File: src/pmwc_pkg.sv
package pmwc_pkg;

    // ****************************************
    // Register map
    // ****************************************
    localparam int ADDR_W = 8;
    localparam int DATA_W = 32;
    localparam logic [ADDR_W-1:0] REG_CTRL = 8'h00;
    localparam logic [ADDR_W-1:0] REG_WAKE_CFG = 8'h04;
    localparam logic [ADDR_W-1:0] REG_TIMER_LIMIT = 8'h08;
    localparam logic [ADDR_W-1:0] REG_STATUS = 8'h0C;
    localparam logic [ADDR_W-1:0] REG_RTC = 8'h10;

    // ****************************************
    // Field positions
    // ****************************************
    localparam int CTRL_SAVE_REQ = 0;
    localparam int CTRL_NVM_ON = 1;
    localparam int CTRL_DIV_LSB = 4;
    localparam int DIV_W = 4;
    localparam int WCFG_RF_EN = 0;
    localparam int WCFG_PIN_EN = 1;
    localparam int WCFG_PIN_POL = 2;
    localparam int WCFG_TMR_EN = 3;
    localparam int STAT_MODE = 0;
    localparam int STAT_PASSIVE = 1;
    localparam int STAT_SAVE_PEND = 2;
    localparam int STAT_SLEEP = 3;
    localparam int STAT_CAUSE_LSB = 4;
    localparam int CAUSE_W = 3;
    localparam int CAUSE_RF = 0;
    localparam int CAUSE_PIN = 1;
    localparam int CAUSE_TMR = 2;
    localparam int TIMER_W = 24;
    localparam int RTC_W = 32;
    localparam int WAKE_SRC_N = 20;

    // ****************************************
    // Reset values
    // ****************************************
    localparam logic RST_NVM_ON = 1'b1;
    localparam logic [DIV_W-1:0] RST_DIV = 4'h0;
    localparam logic [TIMER_W-1:0] RST_TIMER_LIMIT = 24'h008000;

    typedef enum {PM_POR, PM_DETECT, PM_CHARGE, PM_OSC_UP, PM_RUN, PM_SAVE_ENTER, PM_SAVE} pmwc_state_t;

    // Pins from outside the clock domain, synchronised as one vector
    typedef struct packed {
        logic supplyPresent;
        logic rfField;
        logic wakePin;
        logic capCharged;
        logic oscStable;
        logic coreGood;
        logic sleepReq;
        logic [WAKE_SRC_N-1:0] wakeSrc;
    } pmwc_pins_t;

    typedef struct packed {
        logic standbyOn;
        logic coreOn;
        logic ioOn;
        logic nvmOn;
        logic bridgeOn;
        logic rfOn;
        logic fastOscOn;
        logic slowOscOn;
    } pmwc_pwr_t;

    typedef struct packed {
        logic cpuClkEn;
        logic memClkEn;
        logic periphClkEn;
        logic rfPhyClkEn;
    } pmwc_clk_t;

endpackage : pmwc_pkg

File: src/pmwc_top.sv
// Our own choices: the register addresses and the address-and-strobe port.
`timescale 1ns/10ps
// How it works
// - Two system modes, operating and power-save, with the active one tracked.
// - When external or field supply appears, start up into operating mode.
// - Software requests power-save; the sequencer accepts it and performs entry.
// - Power-save turns core, I/O, memory, bridge off; operating turns them on.
// - Memory domain is software controlled in operating mode, on after entry.
// - Fast oscillator off in power-save, on when operating; slow one always runs.
// - Field domain is powered only while a field is present, in both modes.
// - Software enables wake conditions first; an enabled one returns to operating.
// - Enabled field detection ends power-save.
// - Enabled wake pin at its software-selected level ends power-save.
// - Enabled standby timer counts ticks from power-save entry, wakes at limit.
// - The always-on slow clock runs all sequencing and the standby timer.
// - Fast clock serves CPU and core, divided by a firmware programmed ratio.
// - Carrier-derived clock drives the field physical layer logic while present.
// - In operating mode a wait instruction from the CPU enters sleep.
// - Any interrupt ends sleep and restores the CPU clock.
// - Sleep gates CPU and memory clocks; peripheral clocks keep running.
// - Sleep wake logic takes 20 sources: 18 interrupts, NMI, receive event.
// - At power on, detect external supply to pick active or passive operation.
// - Passive operation charges the bridge storage capacitor under control first.
// - Always-on logic holds standby timer and real-time counter, running in power-save.
module pmwc_top
    import pmwc_pkg::*;
#(
    parameter int TIMER_BITS = TIMER_W,
    parameter int RTC_BITS = RTC_W
) (
    input wire logic clk,
    input wire logic rst_n,
    input wire logic [ADDR_W-1:0] regAddr,
    input wire logic [DATA_W-1:0] regWdata,
    input wire logic regWr,
    input wire logic regRd,
    output logic [DATA_W-1:0] regRdata,
    input wire pmwc_pins_t pinsIn,
    output pmwc_pwr_t pwrOut,
    output pmwc_clk_t clkOut,
    output logic coreRst_n,
    output logic bridgeChargeEn,
    output logic [DIV_W-1:0] fastDivRatio,
    output logic operatingMode
);

    // ****************************************
    // Reset release
    // ****************************************
    logic [1:0] rstSync_q;
    logic rstInt_n;

    always_ff @(posedge clk or negedge rst_n) begin
        if (!rst_n) begin
            rstSync_q <= 2'b00;
        end else begin
            rstSync_q <= {rstSync_q[0], 1'b1};
        end
    end
    assign rstInt_n = rstSync_q[1];

    // ****************************************
    // Input synchroniser
    // ****************************************
    // A change is taken only when stage two and three agree, which also
    // rejects a single-cycle glitch on the wake pin or a supply detector.
    localparam int PIN_W = $bits(pmwc_pins_t);
    logic [PIN_W-1:0] syn1_q, syn2_q, syn3_q, filt_q, filt_d;
    pmwc_pins_t pins;

    assign filt_d = (syn2_q & syn3_q) | (filt_q & (syn2_q | syn3_q));

    always_ff @(posedge clk or negedge rstInt_n) begin
        if (!rstInt_n) begin
            syn1_q <= '0;
            syn2_q <= '0;
            syn3_q <= '0;
            filt_q <= '0;
        end else begin
            syn1_q <= pinsIn;
            syn2_q <= syn1_q;
            syn3_q <= syn2_q;
            filt_q <= filt_d;
        end
    end
    assign pins = pmwc_pins_t'(filt_q);

    // ****************************************
    // Register decode
    // ****************************************
    logic selCtrl, selWcfg, selLimit, selStat, selRtc;
    logic wrCtrl, wrWcfg, wrLimit, wrStat;
    assign selCtrl = (regAddr == REG_CTRL);
    assign selWcfg = (regAddr == REG_WAKE_CFG);
    assign selLimit = (regAddr == REG_TIMER_LIMIT);
    assign selStat = (regAddr == REG_STATUS);
    assign selRtc = (regAddr == REG_RTC);
    assign wrCtrl = regWr && selCtrl;
    assign wrWcfg = regWr && selWcfg;
    assign wrLimit = regWr && selLimit;
    assign wrStat = regWr && selStat;

    pmwc_state_t state_q, state_d;
    logic nvmOn_q, rfWakeEn_q, pinWakeEn_q, pinPol_q, tmrWakeEn_q;
    logic [DIV_W-1:0] div_q;
    logic [TIMER_BITS-1:0] limit_q;

    always_ff @(posedge clk or negedge rstInt_n) begin
        if (!rstInt_n) begin
            nvmOn_q <= RST_NVM_ON;
            div_q <= RST_DIV;
        end else if (wrCtrl) begin
            nvmOn_q <= regWdata[CTRL_NVM_ON];
            div_q <= regWdata[CTRL_DIV_LSB +: DIV_W];
        end else if (state_q == PM_SAVE) begin
            nvmOn_q <= RST_NVM_ON;
        end
    end

    always_ff @(posedge clk or negedge rstInt_n) begin
        if (!rstInt_n) begin
            rfWakeEn_q <= 1'b0;
            pinWakeEn_q <= 1'b0;
            pinPol_q <= 1'b0;
            tmrWakeEn_q <= 1'b0;
        end else if (wrWcfg) begin
            rfWakeEn_q <= regWdata[WCFG_RF_EN];
            pinWakeEn_q <= regWdata[WCFG_PIN_EN];
            pinPol_q <= regWdata[WCFG_PIN_POL];
            tmrWakeEn_q <= regWdata[WCFG_TMR_EN];
        end
    end

    always_ff @(posedge clk or negedge rstInt_n) begin
        if (!rstInt_n) begin
            limit_q <= TIMER_BITS'(RST_TIMER_LIMIT);
        end else if (wrLimit) begin
            limit_q <= regWdata[TIMER_BITS-1:0];
        end
    end

    // ****************************************
    // Sequencer
    // ****************************************
    logic passive_q, saveReq_q, sleep_q;
    logic [TIMER_BITS-1:0] tmr_q;
    logic [RTC_BITS-1:0] rtc_q;
    logic [CAUSE_W-1:0] cause_q, causeSet;
    logic rfWake, pinWake, tmrWake, anyWake, supplyUp, railsStable;

    assign rfWake = rfWakeEn_q && pins.rfField;
    assign pinWake = pinWakeEn_q && (pins.wakePin == pinPol_q);
    assign tmrWake = tmrWakeEn_q && (tmr_q == limit_q);
    assign anyWake = rfWake || pinWake || tmrWake;
    assign supplyUp = pins.supplyPresent || pins.rfField;
    assign railsStable = pins.oscStable && pins.coreGood;
    assign causeSet = {tmrWake, pinWake, rfWake} & {CAUSE_W{state_q == PM_SAVE}};

    always_comb begin
        state_d = state_q;
        case (state_q)
            PM_POR: begin
                if (supplyUp) begin
                    state_d = PM_DETECT;
                end
            end
            PM_DETECT: begin
                state_d = pins.supplyPresent ? PM_OSC_UP : PM_CHARGE;
            end
            PM_CHARGE: begin
                if (pins.capCharged) begin
                    state_d = PM_OSC_UP;
                end
            end
            PM_OSC_UP: begin
                if (railsStable) begin
                    state_d = PM_RUN;
                end
            end
            PM_RUN: begin
                if (saveReq_q) begin
                    state_d = PM_SAVE_ENTER;
                end
            end
            PM_SAVE_ENTER: begin
                state_d = PM_SAVE;
            end
            PM_SAVE: begin
                if (anyWake) begin
                    state_d = PM_OSC_UP;
                end
            end
            default: begin
                state_d = PM_POR;
            end
        endcase
    end

    // Sequencing runs on the always-on slow clock, so it keeps going in power-save
    always_ff @(posedge clk or negedge rstInt_n) begin
        if (!rstInt_n) begin
            state_q <= PM_POR;
        end else begin
            state_q <= state_d;
        end
    end

    always_ff @(posedge clk or negedge rstInt_n) begin
        if (!rstInt_n) begin
            passive_q <= 1'b0;
        end else if (state_q == PM_DETECT) begin
            passive_q <= !pins.supplyPresent;
        end
    end

    // Request is held until the sequencer takes it; a new write while
    // leaving operating mode cannot be lost because set wins.
    always_ff @(posedge clk or negedge rstInt_n) begin
        if (!rstInt_n) begin
            saveReq_q <= 1'b0;
        end else if (wrCtrl && regWdata[CTRL_SAVE_REQ]) begin
            saveReq_q <= 1'b1;
        end else if (state_q == PM_SAVE_ENTER) begin
            saveReq_q <= 1'b0;
        end
    end

    // Counting starts from zero on entry, and holds at the limit
    always_ff @(posedge clk or negedge rstInt_n) begin
        if (!rstInt_n) begin
            tmr_q <= '0;
        end else if (state_q != PM_SAVE) begin
            tmr_q <= '0;
        end else if (tmrWakeEn_q && tmr_q != limit_q) begin
            tmr_q <= tmr_q + 1'b1;
        end
    end

    always_ff @(posedge clk or negedge rstInt_n) begin
        if (!rstInt_n) begin
            rtc_q <= '0;
        end else begin
            rtc_q <= rtc_q + 1'b1;
        end
    end

    // Wake cause is sticky and cleared by writing one; a new cause wins
    always_ff @(posedge clk or negedge rstInt_n) begin
        if (!rstInt_n) begin
            cause_q <= '0;
        end else if (wrStat) begin
            cause_q <= (cause_q & ~regWdata[STAT_CAUSE_LSB +: CAUSE_W]) | causeSet;
        end else begin
            cause_q <= cause_q | causeSet;
        end
    end

    // ****************************************
    // CPU sleep
    // ****************************************
    logic anyIrq;
    assign anyIrq = |pins.wakeSrc;

    always_ff @(posedge clk or negedge rstInt_n) begin
        if (!rstInt_n) begin
            sleep_q <= 1'b0;
        end else if (state_q != PM_RUN || anyIrq) begin
            sleep_q <= 1'b0;
        end else if (pins.sleepReq) begin
            sleep_q <= 1'b1;
        end
    end

    // ****************************************
    // Power and clock outputs
    // ****************************************
    logic coreUp, running;
    pmwc_pwr_t pwr_d;
    pmwc_clk_t clk_d;
    assign coreUp = (state_q == PM_OSC_UP) || (state_q == PM_RUN) || (state_q == PM_SAVE_ENTER);
    assign running = (state_q == PM_RUN);

    always_comb begin
        pwr_d.standbyOn = 1'b1;
        pwr_d.coreOn = coreUp;
        pwr_d.ioOn = coreUp;
        pwr_d.nvmOn = coreUp && nvmOn_q;
        pwr_d.bridgeOn = coreUp;
        pwr_d.rfOn = pins.rfField;
        pwr_d.fastOscOn = coreUp;
        pwr_d.slowOscOn = 1'b1;
        clk_d.cpuClkEn = running && !sleep_q;
        clk_d.memClkEn = running && !sleep_q;
        clk_d.periphClkEn = running;
        clk_d.rfPhyClkEn = pins.rfField;
    end

    // Outputs are registered so domain switches never glitch
    always_ff @(posedge clk or negedge rstInt_n) begin
        if (!rstInt_n) begin
            pwrOut <= '0;
            clkOut <= '0;
            coreRst_n <= 1'b0;
            bridgeChargeEn <= 1'b0;
            fastDivRatio <= RST_DIV;
            operatingMode <= 1'b0;
        end else begin
            pwrOut <= pwr_d;
            clkOut <= clk_d;
            coreRst_n <= running;
            bridgeChargeEn <= (state_q == PM_CHARGE) && passive_q;
            fastDivRatio <= div_q;
            operatingMode <= running;
        end
    end

    // ****************************************
    // Read data
    // ****************************************
    // Each field lands at its named position; the save request reads back as zero
    logic [DATA_W-1:0] rdMux, ctrlRd, wcfgRd, statRd;
    assign ctrlRd = (DATA_W'(div_q) << CTRL_DIV_LSB) | (DATA_W'(nvmOn_q) << CTRL_NVM_ON);
    assign wcfgRd = (DATA_W'(tmrWakeEn_q) << WCFG_TMR_EN) | (DATA_W'(pinPol_q) << WCFG_PIN_POL) |
                    (DATA_W'(pinWakeEn_q) << WCFG_PIN_EN) | (DATA_W'(rfWakeEn_q) << WCFG_RF_EN);
    assign statRd = (DATA_W'(cause_q) << STAT_CAUSE_LSB) | (DATA_W'(sleep_q) << STAT_SLEEP) |
                    (DATA_W'(saveReq_q) << STAT_SAVE_PEND) | (DATA_W'(passive_q) << STAT_PASSIVE) |
                    (DATA_W'(running) << STAT_MODE);
    assign rdMux = selCtrl ? ctrlRd :
                   selWcfg ? wcfgRd :
                   selLimit ? DATA_W'(limit_q) :
                   selStat ? statRd :
                   selRtc ? DATA_W'(rtc_q) : '0;

    always_ff @(posedge clk or negedge rstInt_n) begin
        if (!rstInt_n) begin
            regRdata <= '0;
        end else begin
            regRdata <= regRd ? rdMux : '0;
        end
    end

endmodule : pmwc_top

File: config.mk
export PLATFORM = sky130hd
export DESIGN_NAME = pmwc_top
export DESIGN_NICKNAME = d
export VERILOG_FILES = /design/src/pmwc_pkg.sv /design/src/pmwc_top.sv
export SDC_FILE = /design/constraint.sdc
export NUM_CORES = 1
export LEC_CHECK = 0
export ABC_AREA = 0
export BUFFER_PORTS_ARGS = -buffer_cell sky130_fd_sc_hd__buf_4
export CAP_MARGIN = 0
export CELL_PAD_IN_SITES_DETAIL_PLACEMENT = 0
export CELL_PAD_IN_SITES_GLOBAL_PLACEMENT = 1
export CORE_MARGIN = 1
export CORE_UTILIZATION = 53
export CTS_BUF_LIST = sky130_fd_sc_hd__clkbuf_8
export DETAILED_ROUTE_END_ITERATION = 7
export GPL_TIMING_DRIVEN = 0
export PLACE_DENSITY_LB_ADDON = 0.1
export SKIP_LAST_GASP = 1
export SYNTH_ARGS = -nofsm -noshare
export SYNTH_HDL_FRONTEND = slang
export SYNTH_SLANG_ARGS = --single-unit
export TNS_END_PERCENT = 50
File: constraint.sdc
create_clock -name clk -period 18 [get_ports clk]
set_clock_uncertainty 0.05 [all_clocks]
set_input_delay 0.9 -clock clk [delete_from_list [all_inputs] [get_ports clk]]
set_output_delay 0.9 -clock clk [all_outputs]
set_load 0.005 [all_outputs]
### Word-level counts from Yosys, hierarchy flattened

Index checks and enable logic that the tools add are counted.

* register bits: 280
* bits in latches: 0
* memory bits (writable): 0
* bits in read-only memories: 0
* bits of input ports: 71
* output and inout bits: 51
* logic and storage cells: 124
* memories kept: 0

* add/subtract/negate cells: 2
* multiply operators: 0
* divide/modulo/power cells: 0
* order comparisons: 0
* equality and inequality tests: 26
* shift operators: 0
* muxes and demuxes: 22
* bitwise operators: 17
* reduce and logical (&&, ||, !) cells: 29

Operators by type and width (count)
* two-way mux 32 bit: 11
* one-hot mux 32 bit (7 select lines): 1
* equality test 32 x 3 -> 1 bit, second input constant: 5
* equality test 32 x 2 -> 1 bit, second input constant: 3
* equality test 32 x 4 -> 1 bit, second input constant: 3
* != test 32 x 4 -> 1 bit, second input constant: 2
* bitwise AND 27 bit: 2
* bitwise OR 27 bit: 2
* two-way mux 24 bit: 2
* adder 32 x 1 -> 32 bit, second input constant: 1
* equality test 32 x 1 -> 1 bit, second input constant: 1
* zero test 32 bit: 1
* adder 24 x 1 -> 24 bit, second input constant: 1
* equality test 24 bit: 1
* != test 24 bit: 1
* OR reduction 20 bit: 1
* equality test 8 x 4 -> 1 bit, second input constant: 2
* logical AND 1 bit: 13
* != test 2 bit, second input constant: 5
* equality test 8 x 3 -> 1 bit, second input constant: 1
* equality test 8 x 5 -> 1 bit, second input constant: 1
* zero test 8 bit: 1
* bitwise OR 8 x 2 -> 8 bit: 1
* nonzero test 2 bit: 4
* other kinds (16): 30

### Longest topological paths before layout

Gate-level depths: netlist of the first run.

* depth in word-level cells: 9
* mapped depth: 8
* depth with buffers taken out: 7

### Worst setup path after synthesis of the first run

OpenSTA, ideal clock, no wires.

* kind: input to register
* start point: in regAddr[1]
* end point: reg limit_q[10]
* library setup time: 0.125 ns
* arrival: 2.755 ns
* data required time: 17.825 ns
* path slack: 15.070 ns
* stages: 7
* buffers on the path: 2
* cell sequence: or4_1 > or3_1 > buf_2 > nor3b_4 > nand2_4 > buf_6 > mux2_4

* word-level cells in the longest chain between the ends: 2

RTL lines
* start, declared: line pmwc_top.sv:33 `input wire logic [ADDR_W-1:0] regAddr,`
* equality test 8 x 4 -> 1 bit: line pmwc_top.sv:95 `assign selLimit = (regAddr == REG_TIMER_LIMIT);`
* logical AND 1 bit: line pmwc_top.sv:100 `assign wrLimit = regWr && selLimit;`
* end signal, assigned: line pmwc_top.sv:136 `limit_q <= TIMER_BITS'(RST_TIMER_LIMIT);`
* end signal, assigned: line pmwc_top.sv:138 `limit_q <= regWdata[TIMER_BITS-1:0];`
* end, declared: line pmwc_top.sv:106 `logic [TIMER_BITS-1:0] limit_q;`

Every way passes these cells.
A chain may end at the register's enable or synchronous reset.

### Worst setup path after layout of the first run

* start point: reg limit_q[18]
* end point: reg state_q[1]

* word-level cells in the longest chain between the ends: 5

RTL lines
* equality test 24 bit: line pmwc_top.sv:153 `assign tmrWake = tmrWakeEn_q && (tmr_q == limit_q);`
* logical AND 1 bit: line pmwc_top.sv:153
* logical OR 1 bit: line pmwc_top.sv:154 `assign anyWake = rfWake || pinWake || tmrWake;`
* != test 2 bit (no source line)
* AND reduction 5 bit (no source line)
* end signal, assigned: line pmwc_top.sv:204 `state_q <= state_d;`
* end, declared: line pmwc_top.sv:103 `pmwc_state_t state_q, state_d;`

Every way passes these cells.

==> results of run 1 <==
-- where the power goes --
part	leakage (nW)	internal [mW]	switching (mW)
Clock	0.463	0.254	0.207
Sequential	3.20	0.596	0.0250
Combinational	1.74	0.0635	0.0655
-- cell usage in the layout (no fill, tap or decap), types with 5 or more instances in the layout --
| master | instances |
|---|---|
| a21oi_1 | 22 |
| nor2_1 | 49 |
| and3_1 | 14 |
| or4_1 | 7 |
| clkbuf_8 | 51 |
| nand3_1 | 27 |
| buf_4 | 120 |
| clkbuf_1 | 12 |
| mux2_2 | 13 |
| mux2_4 | 20 |
| a21boi_0 | 5 |
| nand4_1 | 16 |
| nand2_1 | 42 |
| dfrtp_1 | 248 |
| maj3_1 | 27 |
| a222oi_1 | 7 |
| ha_1 | 6 |
| nor4_1 | 6 |
| a22oi_1 | 16 |
| xnor2_1 | 57 |
| and2_1 | 12 |
| inv_1 | 28 |
| o31ai_1 | 6 |
-- worst paths after layout --
check,from,to,cells after the start
max,limit_q[18],state_q[1],6
min,rst_n,rstSync_q[1],1
max reg2reg,limit_q[18],state_q[1],6
min reg2reg,syn1_q[26],syn2_q[26],0
max in group asynchronous,rstSync_q[1],regRdata[26],2
min in group clk,syn1_q[26],syn2_q[26],0
-- critical path, stage by stage (launching register included) --
cell	delay [ps]
dfrtp_1	410
xnor2_1	220
nand4_1	140
nor4_2	740
nand3_1	310
a211oi_1	430
mux2_2	380
-- through the flow --
step                util, %  area, sq um
CTS                    65.9        11500
global placement       60.9        10600
detailed placement     61.4        10700
finish                 65.9        11500
floorplan                 -         9500
global route           65.9        11500
-- flip-flops by register name (all words and copies together), names as in the netlist, 3 cells and up --
name / count
div_q: 4
syn2_q: 27
syn1_q: 27
syn3_q: 27
limit_q: 24
filt_q: 27
state_q: 3
cause_q: 3
regRdata: 32
pwrOut: 3
fastDivRatio: 4
tmr_q: 24
rtc_q: 32
-- cell families (layout without fill, tap and decap cells) --
logic type      after synthesis  after routing  synth area share [%]
buf+inv                      39            223                  2.12
fa+ha+maj                    33             33                  3.64
xor+xnor                     61             61                  5.62
other cells                   1              2                0.0395
simple gates                199            199                  11.1
flops                       251            251                  66.1
compound gates               83             83                  6.24
mux                          37             37                  5.12
-- routing by layer --
layer | vias up | GRT usage, %
met5 | - | 0
met3 | 33 | 3.95
li1 | 2789 | -
met1 | 2978 | 29.0
met2 | 144 | 34.2
met4 | 0 | 7.96
-- final cells by class --
| cell class | count | share of cell area, % |
|---|---|---|
| well taps | 225 | 2.45 |
| clock buffers | 51 | 6.11 |
| flip-flops and latches | 251 | 54.7 |
| multi-input cells | 415 | 26.3 |
| plain buffers | 26 | 1.33 |
| repair buffers | 113 | 7.91 |
| clock inverters | 20 | 0.763 |
| inverters | 13 | 0.425 |
==> impl_metrics.json, run 1 <==
{
  "outcome": "complete, no violations",
  "ir_drop_uv": 98.8,
  "synth.largest_area_cell": "dfrtp_1",
  "end_kind": "register",
  "cts-resized-gates": 0,
  "hold_violations": 0,
  "setup_viol": 0,
  "routed_via_density": 5.34,
  "fmax_mhz": 356,
  "cts-root-buf": "clkbuf_8",
  "met3WireLength_um": 825,
  "core_sq_um": 17400,
  "async_flop_share_pct": 100,
  "drc_errors": 0,
  "avgSynthCellArea_sq_um": 13.5,
  "synth_cell_types": 56,
  "path_clk_slew_ps": 60,
  "finalWirelength_um": 18400,
  "grt_pass1_wl_um": 30200,
  "synth_top_area_share_pct": 65.6,
  "drt_pass1_iterations": 6,
  "power.density_nw_per_um2": 105,
  "worst_pin_slew_ps": 817,
  "critPathMaxFanout": 9,
  "synth-warning-count": 0,
  "grt_pass1_vias": 6048,
  "post-cts-setup-buffers": 0,
  "timing.setup.tns_ps": 0,
  "die_h_um": 136,
  "multi_input_area_sq_um": 3020,
  "worstSetupPathType": "reg2reg",
  "port_buffers": 110,
  "cts_buffers": 40,
  "crit_path_start_kind": "register",
  "cts_htree_levels": 2,
  "cts_tree": "built",
  "drt_iter0_drc": 252,
  "synthCells": 704,
  "synth_edf_count": 0,
  "synth.cell_area_sq_um": 9500,
  "arrival_ps": 3170,
  "rows": 48,
  "fin_crit_sh_pct": 15.6,
  "max-cap-violations": 0,
  "ios": 122,
  "grt_max_degree": 72,
  "total_power_mw": 1.21,
  "antenna_found_initial": 0,
  "finalNetCount": 937,
  "gp_congestion": 0.867,
  "place_ws_ps": 14670,
  "wl_met1_um": 8170,
  "placed_cells": 1043,
  "p_leak_nw": 5.40,
  "seqCellArea_sq_um": 6290,
  "fin_crit_ps": 2810,
  "setup_ws_ps": 15190,
  "holdWs_ps": 99.1,
  "n_fill_cell": 1362,
  "rrSetupSlack_ps": 15190,
  "area_growth_pct": 20.9,
  "worstPathRequired_ps": 18360,
  "synth_area_leaders": "dfrtp_1, xnor2_1, mux2_4, maj3_1, nor2_1",
  "dr_wl_met2_um": 9000,
  "hold_class": "in2async",
  "drive_gt1_share_pct": 25.8,
  "rsz0062_at_grt": "no",
  "gr-total-overflow": 0,
  "dr.max_layer_used": "met4",
  "die_w_um": 136,
  "dieArea_sq_um": 18500,
  "cts.sinks": 251,
  "grt_usage_pct": 21.3,
  "start_util_pct": 54.5,
  "insertion_delay_ps": 530,
  "ys_seq_elements": 251,
  "cts_buffer_depth": 3,
  "slew_headroom_pct": 45.5,
  "synth.most_common_cell": "dfrtp_1",
  "ys_seq_area_share_pct": 66.1,
  "wire_per_inst_um": 16.6,
  "dp.final_hpwl_um": 13200,
  "synthFlopType": "dfrtp_1",
  "yosys-top-cells-count": "dfrtp_1, xnor2_1, nor2_1",
  "cts_hold_buf": 0,
  "stdcell_count": 1114,
  "antenna_cells": 0,
  "dr_total_vias": 5944,
  "ant_nets": 0,
  "slew_violations": 0
}
Power figures use the tool's default switching activity.
==> inputs of run 2 (changes only) <==
- CORE_UTILIZATION: 53 -> 49
- clock period: 18 -> 2.61 ns (I/O delays scaled with it)
==> impl_metrics.json, run 2 (same netlist as run 1, synthesis figures left out) <==
{
  "outcome": "complete, no violations",
  "end_kind": "register",
  "grt_usage_pct": 20.4,
  "rows": 50,
  "core_sq_um": 18800,
  "insertion_delay_ps": 520,
  "worst_hold_path.num_cells": 4,
  "worstPathRequired_ps": 2960,
  "ff2ff_path_depth": 8,
  "setup_ws_ps": 133,
  "cts.sinks": 251,
  "critPathMaxFanout": 7,
  "place_ws_ps": -154,
  "drc_errors": 0,
  "ant_nets": 0,
  "area_growth_pct": 27.8,
  "finalWirelength_um": 19300,
  "rsz0062_at_grt": "yes",
  "dp.final_hpwl_um": 13200,
  "fin_crit_ps": 2480,
  "final_cell_mix": "dfrtp_1, buf_4, xnor2_1, dlygate4sd3_1, clkbuf_8",
  "cts_htree_levels": 2,
  "crit_path_start_kind": "register",
  "dieArea_sq_um": 19900,
  "drt_pass1_iterations": 4,
  "min-delay-start": "regWr",
  "die_h_um": 141,
  "slew_headroom_pct": 55.8,
  "drt_iter0_drc": 246,
  "drive_gt1_share_pct": 25.0,
  "die_w_um": 141,
  "routed_via_density": 5.02,
  "worstSetupPathType": "reg2reg",
  "finalNetCount": 996,
  "timing.setup.tns_ps": 0,
  "r2r-start": "tmr_q[16]",
  "antenna_found_initial": 0,
  "wire_per_inst_um": 15.9,
  "fin_crit_sh_pct": 94.9,
  "worst_pin_slew_ps": 662,
  "mostFrequentLayoutCell": "dfrtp_1",
  "ir_drop_uv": 510,
  "p_leak_nw": 5.66,
  "path_clk_slew_ps": 60,
  "power.density_nw_per_um2": 699,
  "grt_pass1_wl_um": 31900,
  "holdWs_ps": 81.7,
  "grt_pass1_vias": 6443,
  "antenna_cells": 0,
  "hold_class": "in2reg",
  "ios": 122,
  "port_buffers": 110,
  "cts-root-buf": "clkbuf_8",
  "arrival_ps": 2830,
  "cts_buffers": 41,
  "setup_viol": 0,
  "gp_congestion": 0.820,
  "top_regs": "regRdata x32, rtc_q x32",
  "timing.critical_path.from": "tmr_q[16]",
  "grt_max_degree": 66,
  "cts_buffer_depth": 3,
  "slew_violations": 0,
  "start_util_pct": 50.4,
  "cts_tree": "built",
  "hold_violations": 0,
  "total_power_mw": 8.49,
  "max-cap-violations": 0,
  "fmax_mhz": 404,
  "gr-total-overflow": 0,
  "dr_total_vias": 6067,
  "design_area_sq_um": 12100,
  "placed_area_sq_um": 10800
}
[run 2: cell count changes in the layout (fill, tap and decap cells not counted), sizes merged]
cell         before  now
clkinvlp          1    2
dlygate4sd3       0   54
buf             127  131
clkinv            3    5
inv              29   27
[run 2: final timing paths]
| path | end | slack [ps] |
|---|---|---|
| max in group asynchronous | limit_q[15] | 1020 |
| max reg2reg | state_q[1] | 130 |
| max | state_q[1] | 130 |
| min in group asynchronous | state_q[0] | 180 |
| min | cause_q[2] | 80 |
| min reg2reg | state_q[0] | 180 |
[run 2: power by group]
group / switching [mW] / internal, mW
combinational: 0.487 / 0.521
sequential: 0.160 / 4.11
clock: 1.45 / 1.76
total: 2.10 / 6.39
[run 2: cell type report]
cell class | count | area, sq um
buffer | 26 | 154
fill | 1464 | 6690
timing repair buffer | 171 | 1500
inverter | 13 | 48.8
clock buffer | 51 | 702
tap | 260 | 325
sequential | 251 | 6290
multi-input combinational | 415 | 3030
clock inverter | 21 | 92.6
[run 2: worst max-delay path: stages, from the launching register on]
cell,delay (ps)
dfrtp_1,320
clkbuf_1,250
xnor2_1,180
nand4_1,170
nor4_4,220
buf_4,180
nand3_1,180
a211oi_1,430
mux2_2,380
[run 2: what timing repair did]
item | 4_1_cts | 5_1_grt
gates resized for setup | 1 | 3
hold endpoints to repair | 74 | 0
setup endpoints to repair | 8 | 11
setup buffers | 0 | 3
pin swaps | 0 | 1
hold buffers | 54 | 0
[run 2: per-stage QoR]
step / std cells / util, %
2_1_floorplan: 705 / -
3_3_place_gp: 1075 / 56.6
3_5_place_dp: 1079 / 57.2
4_1_cts: 1205 / 64.3
5_1_grt: 1208 / 64.5
6_report: 1208 / 64.5
[run 2: layer usage]
layer	share of wire, %	vias up	track usage [%]
li1	-	2904	-
met1	45	2976	27.0
met2	49	149	34.1
met3	4.2	38	3.67
met4	2.0	0	7.27
met5	0	-	0
